File: src/supv_pkg.sv
// constants, types and rule summary for the supervisor reset and watchdog core
// Summary of operation
// - backup_selected_flag high while switched supply comes from backup cell, else low.
// - supply-low flag low while sensed supply is under threshold, high at once after.
// - active-high reset output is always the complement of active-low reset.
// - select high or floating: reset delay and watchdog timeout from internal oscillator.
// - select low: timing taken from the external timing source input.
// - external clock on timing source input times both reset delay and watchdog.
// - internal timing: timing source input level picks short or long watchdog period.
// - watchdog output goes low when kick input stays steady beyond active timeout.
// - watchdog output stays low until the next kick edge, then goes high.
// - watchdog output stays high while kick input is floating or mid-supply.
// - watchdog output forced high whenever supply-low flag becomes active.
// - active-low reset held asserted while sensed supply stays under threshold.
// - after supply rises above threshold, reset stays asserted 50 ms then releases.
// - backup cell selected only if supply under threshold and main below backup.
// - external clock: watchdog 1024 clocks, 4096 after reset, reset active 512 clocks.
// - every kick edge restarts watchdog; long period after reset until first kick edge.
// - watchdog disabled entirely while the kick-input-valid indication is false.
// - watchdog expiry pulses reset for 50 ms, watchdog restarts at end of that reset.
package supv_pkg;
	localparam int unsigned CLK_HZ = 250_000_000;
	localparam int unsigned OSC_HZ = 10_240;
	localparam int unsigned RESET_ACTIVE_MS = 50;
	localparam int unsigned WD_SHORT_MS = 100;
	localparam int unsigned WD_LONG_MS = 1600;
	localparam logic [15:0] OSC_DIV_DEFAULT = 16'(CLK_HZ / OSC_HZ);
	localparam logic [15:0] RESET_TICKS = 16'(RESET_ACTIVE_MS * OSC_HZ / 1000);
	localparam logic [15:0] WD_SHORT_TICKS = 16'(WD_SHORT_MS * OSC_HZ / 1000);
	localparam logic [15:0] WD_LONG_TICKS_DEFAULT = 16'(WD_LONG_MS * OSC_HZ / 1000);
	localparam logic [15:0] EXT_WD_NORMAL_CLKS = 16'h0400;
	localparam logic [15:0] EXT_WD_AFTER_RESET_CLKS = 16'h1000;
	localparam logic [15:0] EXT_RESET_CLKS = 16'h0200;
	localparam int unsigned AXI_AW = 8;
	localparam logic [7:0] REG_STATUS = 8'h00;
	localparam logic [7:0] REG_EVENT = 8'h04;
	localparam logic [7:0] REG_EVENT_CLEAR = 8'h08;
	localparam logic [7:0] REG_EVENT_ENABLE = 8'h0C;
	localparam logic [3:0] EVENT_ENABLE_RESET = 4'h0;
	localparam int unsigned EV_WD_EXPIRE = 0;
	localparam int unsigned EV_SUPPLY_LOW = 1;
	localparam int unsigned EV_RESET_RELEASE = 2;
	localparam int unsigned EV_BACKUP = 3;
	localparam logic [1:0] RESP_OKAY = 2'h0;
	localparam logic [1:0] RESP_SLVERR = 2'h2;
	typedef enum logic [1:0] {
		SUPV_HOLD = 2'h0,
		SUPV_DELAY = 2'h1,
		SUPV_RUN = 2'h3
	} supv_rst_state_t;
endpackage

File: src/supv_time_if.sv
// timebase signals passed from the tick generator to the core
`timescale 1ns/10ps
interface supv_time_if;
	logic tick;
	logic ext_sel;
	logic fast_sel;
	modport src (output tick, output ext_sel, output fast_sel);
	modport dst (input tick, input ext_sel, input fast_sel);
endinterface

File: src/supv_timebase.sv
// tick generator: internal oscillator divider or external clock edge
`timescale 1ns/10ps
module supv_timebase #(
	parameter logic [15:0] OSC_DIV = supv_pkg::OSC_DIV_DEFAULT
) (
	input wire logic clk,
	input wire logic arst_n,
	input wire logic timing_source_select,
	input wire logic timing_source_input,
	supv_time_if.src tb
);
	logic [1:0] sel_meta;
	logic [1:0] sel_sync;
	logic in_prev;
	logic [15:0] div_count;
	logic ext_edge;
	logic div_done;

	always_ff @(posedge clk or negedge arst_n)
	begin
		if (!arst_n)
		begin
			sel_meta <= 2'h3;
			sel_sync <= 2'h3;
		end
		else
		begin
			sel_meta <= {timing_source_input, timing_source_select};
			sel_sync <= sel_meta;
		end
	end

	always_ff @(posedge clk or negedge arst_n)
	begin
		if (!arst_n)
			in_prev <= 1'b1;
		else
			in_prev <= sel_sync[1];
	end

	// only rising edges count, so one external period is one clock of the table
	assign ext_edge = sel_sync[1] & ~in_prev;
	assign div_done = (div_count == OSC_DIV - 16'h0001);

	always_ff @(posedge clk or negedge arst_n)
	begin
		if (!arst_n)
			div_count <= 16'h0000;
		else if (div_done)
			div_count <= 16'h0000;
		else
			div_count <= div_count + 16'h0001;
	end

	always_ff @(posedge clk or negedge arst_n)
	begin
		if (!arst_n)
		begin
			tb.tick <= 1'b0;
			tb.ext_sel <= 1'b0;
			tb.fast_sel <= 1'b0;
		end
		else
		begin
			tb.ext_sel <= ~sel_sync[0];
			tb.tick <= sel_sync[0] ? div_done : ext_edge;
			tb.fast_sel <= sel_sync[0] & ~sel_sync[1];
		end
	end
endmodule // supv_timebase

File: src/supv_top.sv
// supervisor core: reset sequencing, watchdog, supply flags and register slave
`timescale 1ns/10ps
module supv_top #(
	parameter logic [15:0] OSC_DIV = supv_pkg::OSC_DIV_DEFAULT,
	parameter logic [15:0] WD_LONG_TICKS = supv_pkg::WD_LONG_TICKS_DEFAULT
) (
	input wire logic clk,
	input wire logic arst_n,
	input wire logic supply_low_in,
	input wire logic vcc_below_backup_in,
	input wire logic timing_source_select,
	input wire logic timing_source_input,
	input wire logic watchdog_kick_in,
	input wire logic watchdog_kick_valid,
	input wire logic [7:0] s_axi_awaddr,
	input wire logic s_axi_awvalid,
	output logic s_axi_awready,
	input wire logic [31:0] s_axi_wdata,
	input wire logic [3:0] s_axi_wstrb,
	input wire logic s_axi_wvalid,
	output logic s_axi_wready,
	output logic [1:0] s_axi_bresp,
	output logic s_axi_bvalid,
	input wire logic s_axi_bready,
	input wire logic [7:0] s_axi_araddr,
	input wire logic s_axi_arvalid,
	output logic s_axi_arready,
	output logic [31:0] s_axi_rdata,
	output logic [1:0] s_axi_rresp,
	output logic s_axi_rvalid,
	input wire logic s_axi_rready,
	output logic reset_n_out,
	output logic reset_out,
	output logic supply_low_n_out,
	output logic backup_selected_flag,
	output logic watchdog_expired_out_n,
	output logic irq
);
	supv_time_if tb ();
	supv_pkg::supv_rst_state_t state;
	supv_pkg::supv_rst_state_t next_state;
	logic [3:0] in_meta;
	logic [3:0] in_sync;
	logic supply_low_s;
	logic vcc_below_s;
	logic kick_s;
	logic kick_valid_s;
	logic kick_prev;
	logic kick_edge;
	logic supply_low_prev;
	logic [15:0] rst_count;
	logic [15:0] wd_count;
	logic [15:0] wd_period;
	logic [15:0] rst_period;
	logic wd_long;
	logic wd_enabled;
	logic wd_expire;
	logic [3:0] event_set;
	logic [3:0] event_status;
	logic [3:0] event_enable;
	logic [3:0] event_clear;
	logic aw_held;
	logic w_held;
	logic [7:0] aw_addr;
	logic [31:0] w_data;
	logic [3:0] w_strb;
	logic wr_fire;
	logic [31:0] status_word;

	// register index check shared by read and write paths
	function automatic logic is_reg(input logic [7:0] addr, input logic [7:0] offset);
		is_reg = (addr[7:2] == offset[7:2]);
	endfunction

	supv_timebase #(
		.OSC_DIV(OSC_DIV)
	) u_timebase (
		.clk(clk),
		.arst_n(arst_n),
		.timing_source_select(timing_source_select),
		.timing_source_input(timing_source_input),
		.tb(tb)
	);

	// comparator and kick levels are asynchronous to clk
	always_ff @(posedge clk or negedge arst_n)
	begin
		if (!arst_n)
		begin
			in_meta <= 4'h1;
			in_sync <= 4'h1;
		end
		else
		begin
			in_meta <= {watchdog_kick_valid, watchdog_kick_in, vcc_below_backup_in,
				supply_low_in};
			in_sync <= in_meta;
		end
	end

	assign supply_low_s = in_sync[0];
	assign vcc_below_s = in_sync[1];
	assign kick_s = in_sync[2];
	assign kick_valid_s = in_sync[3];
	assign kick_edge = kick_valid_s & (kick_s ^ kick_prev);

	always_ff @(posedge clk or negedge arst_n)
	begin
		if (!arst_n)
		begin
			kick_prev <= 1'b0;
			supply_low_prev <= 1'b1;
		end
		else
		begin
			kick_prev <= kick_s;
			supply_low_prev <= supply_low_s;
		end
	end

	always_comb
	begin
		rst_period = tb.ext_sel ? supv_pkg::EXT_RESET_CLKS : supv_pkg::RESET_TICKS;
		if (tb.ext_sel)
			wd_period = wd_long ? supv_pkg::EXT_WD_AFTER_RESET_CLKS
				: supv_pkg::EXT_WD_NORMAL_CLKS;
		else if (wd_long || !tb.fast_sel)
			wd_period = WD_LONG_TICKS;
		else
			wd_period = supv_pkg::WD_SHORT_TICKS;
	end

	assign wd_enabled = (state == supv_pkg::SUPV_RUN) && kick_valid_s;
	// a kick edge in the expiry cycle wins and restarts the count
	assign wd_expire = wd_enabled && !kick_edge && !supply_low_s && tb.tick
		&& (wd_count >= wd_period - 16'h0001);

	always_comb
	begin
		next_state = state;
		case (state)
			supv_pkg::SUPV_HOLD:
				if (!supply_low_s)
					next_state = supv_pkg::SUPV_DELAY;
			supv_pkg::SUPV_DELAY:
				if (supply_low_s)
					next_state = supv_pkg::SUPV_HOLD;
				else if (tb.tick && rst_count >= rst_period - 16'h0001)
					next_state = supv_pkg::SUPV_RUN;
			supv_pkg::SUPV_RUN:
				if (supply_low_s)
					next_state = supv_pkg::SUPV_HOLD;
				else if (wd_expire)
					next_state = supv_pkg::SUPV_DELAY;
			default:
				next_state = supv_pkg::SUPV_HOLD;
		endcase
	end

	always_ff @(posedge clk or negedge arst_n)
	begin
		if (!arst_n)
			state <= supv_pkg::SUPV_HOLD;
		else
			state <= next_state;
	end

	// delay counter restarts on every entry to the delay state
	always_ff @(posedge clk or negedge arst_n)
	begin
		if (!arst_n)
			rst_count <= 16'h0000;
		else if (next_state != supv_pkg::SUPV_DELAY || state != supv_pkg::SUPV_DELAY)
			rst_count <= 16'h0000;
		else if (tb.tick)
			rst_count <= rst_count + 16'h0001;
	end

	always_ff @(posedge clk or negedge arst_n)
	begin
		if (!arst_n)
			wd_count <= 16'h0000;
		else if (!wd_enabled || kick_edge || wd_expire)
			wd_count <= 16'h0000;
		else if (tb.tick)
			wd_count <= wd_count + 16'h0001;
	end

	// long period armed by any reset, dropped by the first kick after release
	always_ff @(posedge clk or negedge arst_n)
	begin
		if (!arst_n)
			wd_long <= 1'b1;
		else if (state != supv_pkg::SUPV_RUN)
			wd_long <= 1'b1;
		else if (kick_edge)
			wd_long <= 1'b0;
	end

	always_ff @(posedge clk or negedge arst_n)
	begin
		if (!arst_n)
		begin
			reset_n_out <= 1'b0;
			reset_out <= 1'b1;
		end
		else
		begin
			reset_n_out <= (next_state == supv_pkg::SUPV_RUN);
			reset_out <= (next_state != supv_pkg::SUPV_RUN);
		end
	end

	always_ff @(posedge clk or negedge arst_n)
	begin
		if (!arst_n)
		begin
			supply_low_n_out <= 1'b0;
			backup_selected_flag <= 1'b0;
		end
		else
		begin
			supply_low_n_out <= ~supply_low_s;
			backup_selected_flag <= supply_low_s & vcc_below_s;
		end
	end

	always_ff @(posedge clk or negedge arst_n)
	begin
		if (!arst_n)
			watchdog_expired_out_n <= 1'b1;
		else if (supply_low_s)
			watchdog_expired_out_n <= 1'b1;
		else if (wd_expire)
			watchdog_expired_out_n <= 1'b0;
		else if (kick_edge || !kick_valid_s)
			watchdog_expired_out_n <= 1'b1;
	end

	assign event_set[supv_pkg::EV_WD_EXPIRE] = wd_expire;
	assign event_set[supv_pkg::EV_SUPPLY_LOW] = supply_low_s & ~supply_low_prev;
	assign event_set[supv_pkg::EV_RESET_RELEASE] = (state == supv_pkg::SUPV_DELAY)
		&& (next_state == supv_pkg::SUPV_RUN);
	assign event_set[supv_pkg::EV_BACKUP] = supply_low_s & vcc_below_s & ~backup_selected_flag;

	// a new event beats a clear in the same cycle
	always_ff @(posedge clk or negedge arst_n)
	begin
		if (!arst_n)
			event_status <= 4'h0;
		else
			event_status <= (event_status & ~event_clear) | event_set;
	end

	always_ff @(posedge clk or negedge arst_n)
	begin
		if (!arst_n)
			irq <= 1'b0;
		else
			irq <= |(event_status & event_enable);
	end

	// write address and data may arrive in either order
	assign s_axi_awready = !aw_held && !s_axi_bvalid;
	assign s_axi_wready = !w_held && !s_axi_bvalid;
	assign wr_fire = aw_held && w_held && !s_axi_bvalid;

	always_ff @(posedge clk or negedge arst_n)
	begin
		if (!arst_n)
		begin
			aw_held <= 1'b0;
			aw_addr <= 8'h00;
		end
		else if (s_axi_awvalid && s_axi_awready)
		begin
			aw_held <= 1'b1;
			aw_addr <= s_axi_awaddr;
		end
		else if (wr_fire)
			aw_held <= 1'b0;
	end

	always_ff @(posedge clk or negedge arst_n)
	begin
		if (!arst_n)
		begin
			w_held <= 1'b0;
			w_data <= 32'h00000000;
			w_strb <= 4'h0;
		end
		else if (s_axi_wvalid && s_axi_wready)
		begin
			w_held <= 1'b1;
			w_data <= s_axi_wdata;
			w_strb <= s_axi_wstrb;
		end
		else if (wr_fire)
			w_held <= 1'b0;
	end

	always_ff @(posedge clk or negedge arst_n)
	begin
		if (!arst_n)
		begin
			s_axi_bvalid <= 1'b0;
			s_axi_bresp <= supv_pkg::RESP_OKAY;
		end
		else if (wr_fire)
		begin
			s_axi_bvalid <= 1'b1;
			s_axi_bresp <= (is_reg(aw_addr, supv_pkg::REG_EVENT_CLEAR)
				|| is_reg(aw_addr, supv_pkg::REG_EVENT_ENABLE))
				? supv_pkg::RESP_OKAY : supv_pkg::RESP_SLVERR;
		end
		else if (s_axi_bready)
			s_axi_bvalid <= 1'b0;
	end

	assign event_clear = (wr_fire && w_strb[0] && is_reg(aw_addr, supv_pkg::REG_EVENT_CLEAR))
		? w_data[3:0] : 4'h0;

	always_ff @(posedge clk or negedge arst_n)
	begin
		if (!arst_n)
			event_enable <= supv_pkg::EVENT_ENABLE_RESET;
		else if (wr_fire && w_strb[0] && is_reg(aw_addr, supv_pkg::REG_EVENT_ENABLE))
			event_enable <= w_data[3:0];
	end

	assign status_word = {25'h0000000, wd_long, tb.ext_sel, watchdog_expired_out_n,
		backup_selected_flag, supply_low_n_out, reset_out, reset_n_out};
	assign s_axi_arready = !s_axi_rvalid;

	always_ff @(posedge clk or negedge arst_n)
	begin
		if (!arst_n)
		begin
			s_axi_rvalid <= 1'b0;
			s_axi_rdata <= 32'h00000000;
			s_axi_rresp <= supv_pkg::RESP_OKAY;
		end
		else if (s_axi_arvalid && s_axi_arready)
		begin
			s_axi_rvalid <= 1'b1;
			s_axi_rresp <= supv_pkg::RESP_OKAY;
			if (is_reg(s_axi_araddr, supv_pkg::REG_STATUS))
				s_axi_rdata <= status_word;
			else if (is_reg(s_axi_araddr, supv_pkg::REG_EVENT))
				s_axi_rdata <= {28'h0000000, event_status};
			else if (is_reg(s_axi_araddr, supv_pkg::REG_EVENT_ENABLE))
				s_axi_rdata <= {28'h0000000, event_enable};
			else if (is_reg(s_axi_araddr, supv_pkg::REG_EVENT_CLEAR))
				s_axi_rdata <= 32'h00000000;
			else
			begin
				s_axi_rdata <= 32'h00000000;
				s_axi_rresp <= supv_pkg::RESP_SLVERR;
			end
		end
		else if (s_axi_rready)
			s_axi_rvalid <= 1'b0;
	end
endmodule // supv_top

File: config.mk
export PLATFORM = sky130hd
export DESIGN_NAME = supv_top
export DESIGN_NICKNAME = d
export VERILOG_FILES = /design/src/supv_pkg.sv /design/src/supv_time_if.sv /design/src/supv_timebase.sv /design/src/supv_top.sv
export SDC_FILE = /design/constraint.sdc
export NUM_CORES = 1
export LEC_CHECK = 0
export BUFFER_PORTS_ARGS = -buffer_cell sky130_fd_sc_hd__buf_4
export CAP_MARGIN = 20
export CORE_MARGIN = 1
export CORE_UTILIZATION = 25
export CTS_CLUSTER_SIZE = 25
export DETAILED_ROUTE_END_ITERATION = 8
export PLACE_DENSITY = 0.43
export SKIP_LAST_GASP = 1
export SLEW_MARGIN = 20
export SYNTH_ARGS = -nofsm -noshare
export SYNTH_HDL_FRONTEND = slang
export SYNTH_SLANG_ARGS = --single-unit
File: constraint.sdc
create_clock -name clk -period 2.1 [get_ports clk]
set_input_delay 0 -clock clk [delete_from_list [all_inputs] [get_ports clk]]
set_output_delay 0 -clock clk [all_outputs]
set_load 0.01 [all_outputs]
==> flow_summary.toml <==
[critical_path]
critPathLaunchType = "flip-flop"
regToRegSetupSlack_ps = -230
critPathRequiredTime_ps = 2330
crit_type = "flip-flop to flip-flop"
worstPathArrival_ps = 2550
cp_max_fo = 5
endpoint_kind = "flip-flop"

[floorplan]
fp.dieW_um = 141.8
initial_core_util_pct = 25.77
row_count = 50
core_area_um2 = 18960
dieArea_um2 = 20100
die_h_um = 141.8
io-pin-count = 112

[timing]
clock_skew_ps = 11.20
fin_setup_tns_ps = -4296
setup_ws_ps = -225.6
fin_crit_sh_pct = 110.7
setup_viol = 21
hold_viol_final = 0
rsz0062_at_grt = "true"
drv_slew = 0
tightest_slew_ps = 653.3
fmax_ghz = 0.4300
relSlewSlack_pct = 56.44
finalCriticalPeriod_ps = 2326

[placed_design]
dpl.hpwl_um = 7106
numPortBuffers = 49
gp_congestion = 0.7640
pre_cts_ws_ps = -230.6

[cts]
cts_buffer_depth = 2
cts_root_buf = "clkbuf_16"
cts_tree = "built"
cts-buffers-inserted = 9
clock_sinks = 107
ctsHtreeMaxLevel = 3
path_clk_slew_ps = 70
clkLatencyLatePin_ps = 350

[synthesis]
synth_edf_count = 0
synth_fa_ha_area_share_pct = 2.305
yosys_most_used_dff = "dfrtp_1"
synth_cells = 443
synth_mux_area_share_pct = 4.713
synth_top_family_by_area = "simple AND/OR/NAND/NOR gates"
async_flop_share_pct = 100.0
synth_top_area_cell = "dfrtp_1"
avgSynthCellArea_um2 = 11.03
ys_ff_latch = 107
synth_area_leaders = "dfrtp_1 (49%), dfstp_2 (5.9%), buf_4 (4.3%)"
synth_cell_types = 52
ys_seq_area_share_pct = 55.10
yosys-top-cells-count = "dfrtp_1 (96), nor2_1 (42), buf_4 (28), nand2_1 (26), nor3_1 (20)"
synth_area_um2 = 4885
synth_xor_area_share_pct = 5.917
synth_compound_area_share_pct = 7.326
yosysMostFrequentCell = "dfrtp_1"
yosysTopAreaCellShare_pct = 49.18
yosys_warnings = 0
yosys.area_share.simple_pct = 18.19

[detailed_routing]
drt-wirelength-per-cell_um = 12.76
via_count = 3456
drtPass1Iterations = 4
drt-vias-per-instance = 4.364
drc = 0
wirelength_um = 10110
drt_iter0_drc = 159
final_antenna_net_count = 0

[global_route]
gr-total-overflow = 0
grt_max_degree = 51
top_usage_layer = "met2"
grtUsageMet2_pct = 16.93
grt_pass1_wl_um = 17730
antenna_found_initial = 0
first_global_vias = 3551
track_usage_pct = 11.12
met1_usage_pct = 15.25
grt_use_met3_pct = 2.599

[final_layout]
layout-drive-gt1-share_pct = 24.62
fill_cells = 1959
regArea_um2 = 2691
diodes = 0
area_delta_synth_final_pct = 26.10
multi_input_area_um2 = 2074
layout.nets = 601

[pwr]
p_sw_mw = 1.210
p_clk_share_pct = 34.8
share_comb_of_total_power_pct = 13.4
p_sw_share_pct = 25.70
power_frac_seq_pct = 51.8
peakVddDrop_mv = 0.3943
p_int_mw = 3.498
power_density_nw_per_um2 = 764.3
leakage_nw = 2.604

[status]
status = "complete, but fails checks"
violations = "negative setup slack"

[min_path]
holdCritPathClass = "input pin to flip-flop"

[job]
cap_violations = 0
-- state kept, by name, summed over array words and instances (netlist names), 2 cells and up --
name / flops
rst_count: 16
u_timebase.sel_meta: 2
event_status: 4
u_timebase.div_count: 16
aw_addr: 6
u_timebase.sel_sync: 2
wd_count: 16
in_meta: 4
w_data: 4
event_enable: 4
s_axi_rdata: 7
in_sync: 4
state: 2
-- final timing paths --
| path | startpoint | endpoint | cells past startpoint |
|---|---|---|---|
| worst max-delay path | wd_long$_DFFE_PN1P_ | state[1]$_DFF_PN0_ | 9 |
| max in group asynchronous | arst_n | watchdog_expired_out_n$_DFFE_PN1P_ | 3 |
| worst min-delay path | s_axi_araddr[3] | s_axi_rdata[2]$_DFFE_PN0P_ | 3 |
| min in group asynchronous | arst_n | u_timebase.div_count[12]$_DFF_PN0_ | 2 |
| worst max register to register | wd_long$_DFFE_PN1P_ | state[1]$_DFF_PN0_ | 9 |
| worst min register to register | u_timebase.sel_meta[1]$_DFF_PN1_ | u_timebase.sel_sync[1]$_DFF_PN1_ | 0 |
-- logic make-up (layout without fill, tap and decap cells) --
group,Yosys count,in the layout
AND/OR/NAND/NOR,166,166
adder cells (fa/ha/maj),9,9
other,1,27
flip-flops,107,107
XOR/XNOR,33,33
buffers and inverters,54,117
AO/OA/AOI/OAI,52,52
multiplexers,21,21
-- repair_timing --
| action | 4_1_cts | 5_1_grt |
|---|---|---|
| buffers inserted | 0 | 1 |
| setup endpoints to repair | 21 | 22 |
| endpoints found under the hold margin | 63 | 0 |
| hold buffers | 22 | 0 |
| resized for setup | 0 | 12 |
| pin swaps | 0 | 7 |
-- cell type report --
type	instances	share of cell area, %
tap	260	5.281
clock inverter	4	0.4875
inverter	15	0.9141
clock buffer	12	4.164
sequential	107	43.69
multi-input combinational	308	33.68
timing repair buffer	86	11.78
-- layout by cell type, fill, tap and decap left out, types with 3 or more instances in the layout --
cell            n
a22o_1          4
xor2_1         17
ha_1            5
nor4_1         10
nand3b_1        3
clkbuf_16       9
nand4_1        16
or3_1           3
and2_1          5
a31oi_1         7
nor3_1         18
nand2_1        25
nor3b_1         4
mux2_2         16
and4_1          4
nand3_1        14
and3_1          5
mux2i_1         5
dlygate4sd3_1  22
nor2_1         40
buf_4          62
a21oi_1        10
ha_4            4
conb_1         27
dfrtp_1        96
inv_1          13
o21ai_0        11
dfstp_2        11
a211oi_1        3
xnor2_1        16
-- power groups by stage --
stage	logic (mW)	clock network, mW	registers [mW]
after floorplan	0.394	0	2.43
after global placement	0.597	0	2.47
final	0.630	1.64	2.44
after detailed placement	0.607	0	2.48
after CTS	0.640	1.73	2.44
after global routing	0.708	1.81	2.47
-- stage by stage --
stage	instances	cell area, µm²	hold WS [ps]	utilization, %	total power [mW]
finish	792	6160	33.47	32.50	4.708
floorplan	469	5010	-295.6	-	2.825
global placement	754	5580	77.31	29.44	3.070
detailed placement	754	5580	78.64	29.44	3.086
CTS	792	6087	19.21	32.11	4.810
global route	792	6160	72.33	32.50	4.993
-- layer usage --
layer / wire length (µm) / vias up
met1: 5115 / 1694
met2: 4458 / 74
met3: 368 / 14
met4: 163 / 0
li1: - / 1674
met5: 0 / -
-- worst max-delay path, cell delays in order, from the launching register on --
cell	delay, ps
dfstp_2	590
nor2_4	50
inv_2	60
ha_4	200
ha_4	250
and4_1	160
nand4_1	150
a2111oi_4	460
buf_4	220
o31ai_2	60
No activity file was read; power rests on OpenSTA's default activity.
